$ cat src/rscl_cfg.svh
/*
  Constants for the reset source cause logger: register offsets, bit positions,
  reset values and timing counts.
  Assumes a 10 MHz instruction clock and a 32-bit AHB-Lite register bus.
*/
`ifndef RSCL_CFG_SVH
`define RSCL_CFG_SVH

`define RSCL_STATUS_OFFSET 12'h000
`define RSCL_SHADOW_OFFSET 12'h004
`define RSCL_ADDR_MASK 12'hFFC
`define RSCL_BIT_TRAP 15
`define RSCL_BIT_ILLEGAL 14
`define RSCL_BIT_MISMATCH 9
`define RSCL_BIT_PIN 7
`define RSCL_BIT_SOFT 6
`define RSCL_BIT_WDOG 4
`define RSCL_BIT_SLEEP 3
`define RSCL_BIT_IDLE 2
`define RSCL_BIT_BROWNOUT 1
`define RSCL_BIT_POWERON 0
`define RSCL_STATUS_MASK 16'hC2DF
`define RSCL_STATUS_RESET 16'h0001
`define RSCL_CLK_PERIOD_NS 100
`define RSCL_PIN_MIN_WIDTH_NS 300
`define RSCL_PIN_FILTER_CYCLES ((`RSCL_PIN_MIN_WIDTH_NS + `RSCL_CLK_PERIOD_NS - 1) / `RSCL_CLK_PERIOD_NS)
`define RSCL_ILLEGAL_OPCODE 8'h3F
`define RSCL_HARD_TRAP_MIN 4'hD
`define RSCL_HARD_TRAP_MAX 4'hF
`define RSCL_NUM_WREGS 15
`define RSCL_RELEASE_STAGES 2

`endif

$ cat src/rscl_pkg.sv
/*
  Types for the reset source cause logger.
  Assumes rscl_cfg.svh is included alongside.
*/
package rscl_pkg;
  typedef logic [15:0] rscl_status_t;
  typedef enum logic [1:0] {RSCL_RUN, RSCL_SOFT_HOLD, RSCL_SOFT_RELEASE} rscl_state_t;
endpackage : rscl_pkg

$ cat src/rscl_reset_cause_logger.sv
/*
  Reset source cause logger: merges all reset requests into system_reset and keeps the
  reset_cause_status register, reachable over AHB-Lite.
  Assumes core event inputs are synchronous one-cycle strobes on ref_clk; por_n and
  brownout_reset come from analog supervisors; rstn is the cold reset of this logic.
*/
// Register access over AHB-Lite and the placing of the registers are this design's own decisions.
`timescale 1ns/1ps
`include "rscl_cfg.svh"

module rscl_reset_cause_logger (
  input wire logic ref_clk,
  input wire logic rstn,
  input wire logic por_n,
  input wire logic brownout_reset,
  input wire logic ext_reset_pin_n,
  input wire logic reset_instr,
  input wire logic watchdog_timeout,
  input wire logic sleep_mode,
  input wire logic idle_mode,
  input wire logic power_save_sleep_instr,
  input wire logic power_save_idle_instr,
  input wire logic watchdog_clear_instr,
  input wire logic trap_taken,
  input wire logic [3:0] trap_level,
  input wire logic [3:0] trap_active_level,
  input wire logic trap_in_service,
  input wire logic [15:0] pin_select_cfg,
  input wire logic opcode_valid,
  input wire logic [7:0] opcode_upper,
  input wire logic wreg_write,
  input wire logic [3:0] wreg_write_index,
  input wire logic addr_ptr_use,
  input wire logic [3:0] addr_ptr_index,
  input wire logic program_flow_change,
  input wire logic vector_flow_change,
  input wire logic flow_target_restricted,
  input wire logic hsel,
  input wire logic [31:0] haddr,
  input wire logic [1:0] htrans,
  input wire logic hwrite,
  input wire logic [2:0] hsize,
  input wire logic [31:0] hwdata,
  input wire logic hready,
  output logic [31:0] hrdata,
  output logic hreadyout,
  output logic hresp,
  output logic system_reset,
  output logic cold_reset,
  output logic clock_reinit,
  output logic watchdog_wake,
  output logic [23:0] reset_pc,
  output logic [14:0] wreg_initialized
);
  import rscl_pkg::*;

  rscl_status_t reset_cause_status;
  rscl_state_t soft_state;
  logic [15:0] pin_select_shadow;
  logic [3:0] pin_low_count;
  logic pin_reset_req;
  logic wd_reset_req;
  logic trap_conflict;
  logic config_mismatch;
  logic illegal_opcode;
  logic uninit_use;
  logic security_fault;
  logic warm_req;
  logic [`RSCL_RELEASE_STAGES-1:0] release_sync;
  logic wr_pend;
  logic [11:0] wr_addr;
  logic bus_take;
  logic [15:0] next_status;
  logic rd_take;
  logic sw_status_write;
  logic sw_shadow_write;
  logic set_pin;
  logic set_soft;
  logic set_wdog;
  logic set_trap;
  logic set_mismatch;
  logic set_illegal;
  logic set_sleep;
  logic set_idle;
  logic clr_wdog;

  // True when a trap level falls in the hard trap band
  function automatic logic rscl_is_hard(input logic [3:0] lvl);
    rscl_is_hard = (lvl >= `RSCL_HARD_TRAP_MIN) && (lvl <= `RSCL_HARD_TRAP_MAX);
  endfunction : rscl_is_hard

  // Word-aligned match of a bus address against a register offset
  function automatic logic rscl_addr_hit(input logic [11:0] addr, input logic [11:0] offset);
    rscl_addr_hit = ((addr & `RSCL_ADDR_MASK) == offset);
  endfunction : rscl_addr_hit

  // Glitch filter: pin must stay low for the full count before reset is asked
  // A pulse shorter than the count leaves no trace, since the count restarts at high
  always_ff @(posedge ref_clk or negedge rstn)
  begin
    if (!rstn)
    begin
      pin_low_count <= 4'h0;
    end
    else if (ext_reset_pin_n)
    begin
      pin_low_count <= 4'h0;
    end
    else if (pin_low_count != 4'(`RSCL_PIN_FILTER_CYCLES))
    begin
      pin_low_count <= pin_low_count + 4'h1;
    end
  end
  assign pin_reset_req = (pin_low_count == 4'(`RSCL_PIN_FILTER_CYCLES));

  // Watchdog splits into reset in run and a wake-up in power save
  assign wd_reset_req = watchdog_timeout && !sleep_mode && !idle_mode;
  assign watchdog_wake = watchdog_timeout && (sleep_mode || idle_mode);

  // Hard trap conflict: lower hard trap while a higher one is serviced
  assign trap_conflict = trap_taken && trap_in_service && rscl_is_hard(trap_level)
    && (trap_level < trap_active_level);

  // Shadow copy of pin-select setup, loaded only by a bus write
  assign config_mismatch = (pin_select_cfg != pin_select_shadow);

  // Illegal conditions from decode and code protection
  assign illegal_opcode = opcode_valid && (opcode_upper == `RSCL_ILLEGAL_OPCODE);
  // The stack pointer is outside the tracked set, so index 15 never faults
  assign uninit_use = addr_ptr_use && (addr_ptr_index != 4'hF)
    && !wreg_initialized[addr_ptr_index];
  assign security_fault = (program_flow_change || vector_flow_change) && flow_target_restricted;

  // Soft reset holds one instruction cycle, then release
  // The release state swallows a repeated instruction until the reset has taken
  always_ff @(posedge ref_clk or negedge rstn)
  begin
    if (!rstn)
    begin
      soft_state <= RSCL_RUN;
    end
    else
    begin
      case (soft_state)
        RSCL_RUN:
        begin
          if (reset_instr)
          begin
            soft_state <= RSCL_SOFT_HOLD;
          end
        end
        RSCL_SOFT_HOLD:
        begin
          soft_state <= RSCL_SOFT_RELEASE;
        end
        RSCL_SOFT_RELEASE:
        begin
          soft_state <= RSCL_RUN;
        end
        default:
        begin
          soft_state <= RSCL_RUN;
        end
      endcase
    end
  end

  // Status register writes never feed these requests; shadow writes can, via config_mismatch
  assign warm_req = pin_reset_req || wd_reset_req || trap_conflict || config_mismatch
    || illegal_opcode || uninit_use || security_fault || (soft_state == RSCL_SOFT_HOLD);

  // Release stretched and synchronized; asynchronous assert covers watchdog
  always_ff @(posedge ref_clk or negedge rstn)
  begin
    if (!rstn)
    begin
      release_sync <= '1;
    end
    else if (warm_req)
    begin
      release_sync <= '1;
    end
    else
    begin
      release_sync <= {release_sync[`RSCL_RELEASE_STAGES-2:0], 1'b0};
    end
  end
  assign system_reset = !por_n || brownout_reset || wd_reset_req
    || release_sync[`RSCL_RELEASE_STAGES-1];
  assign cold_reset = !por_n || brownout_reset;
  // Only cold resets restart the oscillator; warm ones keep the current source
  assign clock_reinit = cold_reset;

  // Program counter vector held at zero under any reset
  // Fetch logic restarts from this value once system_reset falls
  always_ff @(posedge ref_clk or negedge rstn)
  begin
    if (!rstn)
    begin
      reset_pc <= 24'h000000;
    end
    else if (system_reset)
    begin
      reset_pc <= 24'h000000;
    end
    else
    begin
      reset_pc <= reset_pc;
    end
  end

  // Working register initialized marks, cleared by every reset
  // The stack pointer keeps no mark, as it is never cleared
  always_ff @(posedge ref_clk or negedge rstn)
  begin
    if (!rstn)
    begin
      wreg_initialized <= 15'h0000;
    end
    else if (system_reset)
    begin
      wreg_initialized <= 15'h0000;
    end
    else if (wreg_write && (wreg_write_index != 4'hF))
    begin
      wreg_initialized[wreg_write_index] <= 1'b1;
    end
  end

  // AHB-Lite slave: zero wait state, writes land in the data phase
  assign bus_take = hsel && hready && htrans[1];
  assign rd_take = bus_take && !hwrite;
  assign hreadyout = 1'b1;
  // Every transfer completes, so the response is always OKAY
  assign hresp = 1'b0;

  // Address phase of a word write is kept for the following data phase
  always_ff @(posedge ref_clk or negedge rstn)
  begin
    if (!rstn)
    begin
      wr_pend <= 1'b0;
      wr_addr <= 12'h000;
    end
    else if (hready)
    begin
      wr_pend <= bus_take && hwrite && (hsize == 3'h2);
      wr_addr <= haddr[11:0];
    end
  end
  assign sw_status_write = wr_pend && rscl_addr_hit(wr_addr, `RSCL_STATUS_OFFSET);
  assign sw_shadow_write = wr_pend && rscl_addr_hit(wr_addr, `RSCL_SHADOW_OFFSET);

  // Read data registered in the address phase; unmapped reads as zero
  always_ff @(posedge ref_clk or negedge rstn)
  begin
    if (!rstn)
    begin
      hrdata <= 32'h00000000;
    end
    else if (rd_take)
    begin
      if (rscl_addr_hit(haddr[11:0], `RSCL_STATUS_OFFSET))
      begin
        hrdata <= {16'h0000, reset_cause_status};
      end
      else if (rscl_addr_hit(haddr[11:0], `RSCL_SHADOW_OFFSET))
      begin
        hrdata <= {16'h0000, pin_select_shadow};
      end
      else
      begin
        hrdata <= 32'h00000000;
      end
    end
  end

  // Shadow loads from software only, so a disturbed pin-select copy stands out
  always_ff @(posedge ref_clk or negedge rstn)
  begin
    if (!rstn)
    begin
      pin_select_shadow <= 16'h0000;
    end
    else if (sw_shadow_write)
    begin
      pin_select_shadow <= hwdata[15:0];
    end
  end

  // Flag set events, one per flag but brown-out and power-on, and one clear event for the watchdog flag
  assign set_pin = pin_reset_req;
  assign set_soft = (soft_state == RSCL_SOFT_HOLD);
  assign set_wdog = watchdog_timeout;
  assign set_trap = trap_conflict;
  assign set_mismatch = config_mismatch;
  assign set_illegal = illegal_opcode || uninit_use || security_fault;
  assign set_sleep = power_save_sleep_instr;
  assign set_idle = power_save_idle_instr;
  assign clr_wdog = power_save_sleep_instr || power_save_idle_instr || watchdog_clear_instr;

  // Status: software write first, then clears, then hardware sets win
  // A cause that fires while software clears its flag must not be lost
  always_comb
  begin
    next_status = reset_cause_status;
    if (sw_status_write)
    begin
      next_status = hwdata[15:0] & `RSCL_STATUS_MASK;
    end
    if (clr_wdog)
    begin
      next_status[`RSCL_BIT_WDOG] = 1'b0;
    end
    if (set_pin)
    begin
      next_status[`RSCL_BIT_PIN] = 1'b1;
    end
    if (set_soft)
    begin
      next_status[`RSCL_BIT_SOFT] = 1'b1;
    end
    if (set_wdog)
    begin
      next_status[`RSCL_BIT_WDOG] = 1'b1;
    end
    if (set_trap)
    begin
      next_status[`RSCL_BIT_TRAP] = 1'b1;
    end
    if (set_mismatch)
    begin
      next_status[`RSCL_BIT_MISMATCH] = 1'b1;
    end
    if (set_illegal)
    begin
      next_status[`RSCL_BIT_ILLEGAL] = 1'b1;
    end
    if (set_sleep)
    begin
      next_status[`RSCL_BIT_SLEEP] = 1'b1;
    end
    if (set_idle)
    begin
      next_status[`RSCL_BIT_IDLE] = 1'b1;
    end
  end

  // Cold resets clear flags; brown-out keeps the pin and power-on flags, power-on clears the pin flag
  always_ff @(posedge ref_clk or negedge rstn)
  begin
    if (!rstn)
    begin
      reset_cause_status <= `RSCL_STATUS_RESET;
    end
    else if (!por_n)
    begin
      reset_cause_status <= `RSCL_STATUS_RESET;
    end
    else if (brownout_reset)
    begin
      reset_cause_status <= (reset_cause_status & 16'h0081) | 16'h0002;
    end
    else
    begin
      reset_cause_status <= next_status;
    end
  end

endmodule : rscl_reset_cause_logger

$ cat config.mk
export PLATFORM = sky130hd
export DESIGN_NAME = rscl_reset_cause_logger
export DESIGN_NICKNAME = d
export VERILOG_FILES = /design/src/rscl_pkg.sv /design/src/rscl_reset_cause_logger.sv
export VERILOG_INCLUDE_DIRS = /design/src
export SDC_FILE = /design/constraint.sdc
export NUM_CORES = 1
export LEC_CHECK = 0
export ABC_AREA = 1
export BUFFER_PORTS_ARGS = -buffer_cell sky130_fd_sc_hd__buf_4
export CAP_MARGIN = 15
export CORE_ASPECT_RATIO = 1.1
export CORE_MARGIN = 1.5
export CORE_UTILIZATION = 46
export DETAILED_ROUTE_END_ITERATION = 12
export PLACE_DENSITY = 0.8
export SYNTH_ARGS = -nofsm -noshare
export SYNTH_HDL_FRONTEND = slang
export SYNTH_SLANG_ARGS = --single-unit
$ cat constraint.sdc
create_clock -name ref_clk -period 1.5 [get_ports ref_clk]
set_input_delay 0.3 -clock ref_clk [delete_from_list [all_inputs] [get_ports ref_clk]]
set_output_delay 0.3 -clock ref_clk [all_outputs]
set_load 0.05 [all_outputs]
# Word-level counts from Yosys, hierarchy flattened
# Index checks and enable logic that the tools add are counted.
dict set report totals {
  regBits 100
  output_inout_bits 77
}
dict set report op_classes {
  n_addsub 1
  magnitude_cmp 6
  n_eq_ne 22
  n_mux 25
  bitwise 1
  n_reduce_logical 48
}
# operator n
set ops {}
lappend ops {{16-bit 2-to-1 mux} 5}
lappend ops {{15-bit 2-to-1 mux} 2}
lappend ops {{12-bit logical NOT} 2}
lappend ops {{4-bit by 1-bit != test with 1-bit output, second input constant} 6}
lappend ops {{10-bit by 1-bit equality test with 1-bit output, second input constant} 2}
lappend ops {{1-bit logical AND} 20}
lappend ops {{1-bit logical OR} 16}
lappend ops {{16-bit != test} 1}
lappend ops {{15-bit OR} 1}
lappend ops {{1-bit 2-to-1 mux} 11}
lappend ops {{4-bit by 5-bit < comparator with 1-bit output, second input constant} 2}
lappend ops {{8-bit by 6-bit equality test with 1-bit output, second input constant} 1}
lappend ops {{4-bit 2-to-1 mux} 2}
lappend ops {{4-bit != test, second input constant} 2}
lappend ops {{3-bit by 1-bit != test with 1-bit output, second input constant} 2}
lappend ops {{1-bit logical NOT} 5}
lappend ops {{5-bit by 1-bit != test with 1-bit output, second input constant} 1}
lappend ops {{4-bit by 1-bit adder with 4-bit output, second input constant} 1}
lappend ops {{1-bit binary-select mux with 4-bit select} 1}
lappend ops {{1-bit demux with 4-bit select} 1}
lappend ops {{4-bit by 2-bit equality test with 1-bit output, second input constant} 1}
lappend ops {{4-bit by 1-bit greater-or-equal comparator with 1-bit output, second input constant} 1}
lappend ops {{4-bit greater-or-equal comparator, second input constant} 1}
lappend ops {{4-bit <= comparator, second input constant} 1}
lappend ops {{other kinds (11)} 15}

# Longest topological paths before layout
dict set report logic_depth {
  ltp_word 11
  mapped_depth 11
  mapped_depth_nobuf 10
}

# Worst setup path before layout
# Ideal clock, no wire load.
dict set report synth_path {
  path_kind {input -> output}
  from {in por_n}
  to {out system_reset}
  t_arrival_ps 1098
  slack_ps 102
  cell_stages 6
  path_buffers 1
  cell_sequence {inv_1 nor2_4 inv_4 nor2_2 nand2_2 buf_6}
}
dict set report synth_via {
  elab_chain_cells 4
}
# element line_no
set synth_lines {}
lappend synth_lines {{start, declared} rscl_reset_cause_logger.sv:14} ;# input wire logic por_n,
lappend synth_lines {{1-bit logical NOT} -}
lappend synth_lines {{1-bit logical OR} -}
lappend synth_lines {{named net clock_reinit} rscl_reset_cause_logger.sv:50} ;# output logic clock_reinit,
lappend synth_lines {{1-bit logical OR (2 in a row)} rscl_reset_cause_logger.sv:188} ;# assign system_reset = !por_n || brownout_reset || wd_reset_req
lappend synth_lines {{end, declared} rscl_reset_cause_logger.sv:48} ;# output logic system_reset,
# The timed path passes the listed nets, and every way through them passes these cells.

# Worst setup path in the final report
dict set report layout_path {
  from {reg wr_addr[8]}
  to {reg pin_select_shadow[1]}
}
dict set report layout_via {
  elab_chain_cells 2
}
# element line_no
set layout_lines {}
lappend layout_lines {{start, declared} rscl_reset_cause_logger.sv:71} ;# logic [11:0] wr_addr;
lappend layout_lines {{start signal, assigned} rscl_reset_cause_logger.sv:248} ;# wr_addr <= haddr[11:0];
lappend layout_lines {{10-bit by 1-bit equality test with 1-bit output} rscl_reset_cause_logger.sv:94} ;# rscl_addr_hit = ((addr & `RSCL_ADDR_MASK) == offset);
lappend layout_lines {{1-bit logical AND} rscl_reset_cause_logger.sv:252} ;# assign sw_shadow_write = wr_pend && rscl_addr_hit(wr_addr, `RSCL_SHADOW_OFFSET);
lappend layout_lines {{end signal, assigned} rscl_reset_cause_logger.sv:287} ;# pin_select_shadow <= hwdata[15:0];
lappend layout_lines {{end, declared} rscl_reset_cause_logger.sv:59} ;# logic [15:0] pin_select_shadow;
# Every way passes these cells.
# A chain may end at the register's enable or synchronous reset.

==> results.sh <==
export IMPL_placed_area_um2=5220
export IMPL_setup_viol=0
export IMPL_drv_slew=0
export IMPL_critical_path_class="register to register"
export IMPL_avgViaCountPerCell=5.00
export IMPL_design_core_area_um2=8870
export IMPL_start_kind="register"
export IMPL_grt_antenna_before_repair=0
export IMPL_port_buffer_count=127
export IMPL_yosys_area_top_type_share_pct=43.5
export IMPL_design_area_um2=5630
export IMPL_switching_share_pct=30.4
export IMPL_synth_top_area_cell="dfrtp_1"
export IMPL_htreeDepth=3
export IMPL_powerDensity_nw_per_um2=955
export IMPL_gr_total_overflow=0
export IMPL_clock_path_buffers=2
export IMPL_clkPwrFrac_pct=35.5
export IMPL_route_detailed_drc=0
export IMPL_synth_seq_cells=76
export IMPL_switchingPower_w=0.00163
export IMPL_max_freq_mhz=670
export IMPL_timing_rr_end="pin_select_shadow[1]"
export IMPL_status="finished clean"
export IMPL_die_height_um=103
export IMPL_rrSetupSlack_ns=0.007
export IMPL_ys_types=36
export IMPL_worstSetupEndpointType="register"
export IMPL_hp_start="ext_reset_pin_n"
export IMPL_ys_warnings_count=0
export IMPL_antenna_left=0
export IMPL_wl_per_cell_um=14.1
export IMPL_crit_arrival_ns=1.73
export IMPL_cap_violations=0
export IMPL_synthCells=503
export IMPL_period_needed_ns=1.49
export IMPL_gp_congestion=0.959
export IMPL_whs_endpoint="pin_low_count[3]"
export IMPL_r2r_cells=5
export IMPL_pwr_share_seq_pct=42.0
export IMPL_peakVddDrop_v=0.000579
export IMPL_seq_area_frac_synth_pct=45.4
export IMPL_drtIter0Drc=212
export IMPL_power_w=0.00537
export IMPL_path_clk_slew_ns=0.08
export IMPL_grt_pass1_vias=3830
export IMPL_track_usage_pct=22.5
export IMPL_period_share_pct=99.5
export IMPL_required_ns=1.74
export IMPL_hold_path_class="input pin to register"
export IMPL_num_antenna_cells=0
export IMPL_dieArea_um2=9710
export IMPL_hold_violations=0
export IMPL_clk_latency_ns=0.36
export IMPL_start_util_pct=47.3
export IMPL_numCtsBuffers=9
export IMPL_die_x_um=94.1
export IMPL_finClkSkew_ns=0.0139
export IMPL_fin_nets=786
export IMPL_utilization_pct=63.4
export IMPL_grt_pass1_wl_mm=16.9
export IMPL_ios=209
export IMPL_drive_gt1_share_pct=31.9
export IMPL_syn_area_um2=4200
export IMPL_first_pass_iters=4
export IMPL_synth_area_leaders="dfrtp_1 (44%), buf_4 (8.0%), nand2_1 (7.4%)"
export IMPL_leakage_nw=2.84
export IMPL_cts_num_sinks=76
export IMPL_rows=36
export IMPL_syn_avg_cell_area_um2=8.35
export IMPL_cts_tree="built"
export IMPL_crit_fanout=7
export IMPL_vias=3847
export IMPL_reg2reg_from="wr_addr[8]"
export IMPL_dpl_hpwl_mm=8.21
export IMPL_holdPathStages=2
export IMPL_p_int_w=0.00374
export IMPL_routed_wl_mm=10.8
export IMPL_syn2layout_area_growth_pct=34.0
export IMPL_nFillCells=729
export IMPL_rsz0062_at_grt="yes"
export IMPL_pwr_share_comb_pct=22.5
export IMPL_grt_max_degree=34
export IMPL_root_buffer="clkbuf_8"
-- layer usage --
layer	routed length [um]	track usage (%)
met5	0	0
met2	5730	40.6
met1	4100	25.6
met3	709	5.70
met4	313	8.84
-- registers in the layout, indices dropped and copies added, names as in the netlist --
register,flops
release_sync,2
pin_low_count,4
wreg_initialized,15
reset_cause_status,10
wr_pend,1
hrdata,16
pin_select_shadow,16
wr_addr,10
soft_state,2
-- cells in the final DEF (no fill, tap or decap), drive strengths merged, types with 11 or more instances in the layout --
cell type / instances
conb: 42
mux2: 12
a21oi: 19
a31oi: 11
clkbuf: 13
o21ai: 28
inv: 67
dfrtp: 73
nand3: 58
buf: 147
nor2: 48
nand2: 84
-- synth_stat cells --
| cell type | number |
|---|---|
| xnor2_1 | 7 |
| o221ai_1 | 4 |
| nor3b_1 | 3 |
| nand4_1 | 5 |
| or3b_2 | 1 |
| o21a_1 | 2 |
| nand3_1 | 57 |
| buf_4 | 45 |
| nor3_1 | 4 |
| inv_1 | 64 |
| mux2_2 | 12 |
| conb_1 | 2 |
| or2_0 | 1 |
| nand3b_4 | 1 |
| nand2_1 | 83 |
| buf_2 | 4 |
| o21ai_0 | 27 |
| buf_6 | 2 |
| clkbuf_1 | 3 |
| a31oi_1 | 11 |
| nor2_4 | 1 |
| nand2_2 | 1 |
| xor2_1 | 9 |
| nor2_1 | 41 |
| ha_1 | 4 |
| o21ai_1 | 1 |
| inv_4 | 1 |
| o32ai_1 | 1 |
| a22oi_1 | 1 |
| a21oi_1 | 19 |
| nand3_4 | 1 |
| dfstp_2 | 3 |
| inv_2 | 2 |
| dfrtp_1 | 73 |
| nor2_2 | 6 |
| nor4_2 | 1 |
-- critical path: stages (launching register included) --
cell and delay, ns:
dfrtp_1 0.39, nor2_1 0.13, nand4_1 0.19, buf_4 0.20, nand3b_4 0.20, mux2_2 0.29
-- kinds of logic after synthesis --
group / share of synthesized area (%)
buffers and inverters: 15.4
AOI/OAI and AO/OA: 8.82
other: 0.179
DFF: 45.4
xor gates and xnor gates: 3.34
adders and majority gates: 1.19
muxes: 3.22
and+or+nand+nor: 22.5
-- layout make-up --
| class | count | area [um^2] | share of cell area (%) |
|---|---|---|---|
| flip-flops and latches | 76 | 1910 | 33.9 |
| multi-input cells | 347 | 1900 | 33.7 |
| repair buffers | 149 | 1180 | 21.0 |
| inverters | 67 | 254 | 4.51 |
| clock buffers | 12 | 145 | 2.58 |
| well taps | 114 | 143 | 2.53 |
| clock inverters | 4 | 97.6 | 1.73 |
-- power by group through the flow --
stage                     combinational, W  clock, W  sequential, W
after floorplan                   0.000637         0        0.00246
after global placement             0.00116         0        0.00229
after detailed placement           0.00118         0        0.00229
after CTS                          0.00119   0.00193        0.00225
after global routing               0.00131   0.00203        0.00227
final                              0.00121   0.00190        0.00226
-- what timing repair did --
action,in CTS,in global routing
endpoints found under the hold margin,27,0
pin swaps,0,6
setup endpoints to repair,4,25
hold buffers,1,0
buffers inserted,0,3
gates cloned,0,2
resized for setup,6,27
-- through the flow --
step | setup WS (ns) | cells | hold WS [ns] | setup TNS, ns
CTS | 0.00176 | 764 | 0.0901 | 0
global placement | 0.0387 | 747 | 0.268 | 0
global route | -0.0558 | 769 | 0.0928 | -0.442
detailed placement | 0.00932 | 747 | 0.270 | 0
finish | 0.00736 | 769 | 0.108 | 0
floorplan | 0.102 | 543 | 0.00441 | 0
-- worst max-delay path by stage --
stage                            end       startpoint  slack, ns  depth (start not counted)
6_report        pin_select_shadow[1]       wr_addr[8]      0.007                          5
5_1_grt        pin_select_shadow[14]       wr_addr[6]      -0.06                          5
3_3_place_gp            system_reset       sleep_mode       0.04                          6
2_1_floorplan           system_reset            por_n       0.10                          6
4_1_cts                 system_reset  release_sync[1]      0.002                          3
3_5_place_dp              hrdata[13]         haddr[7]      0.009                          7
Note: power is estimated with default switching activity, not from simulation.
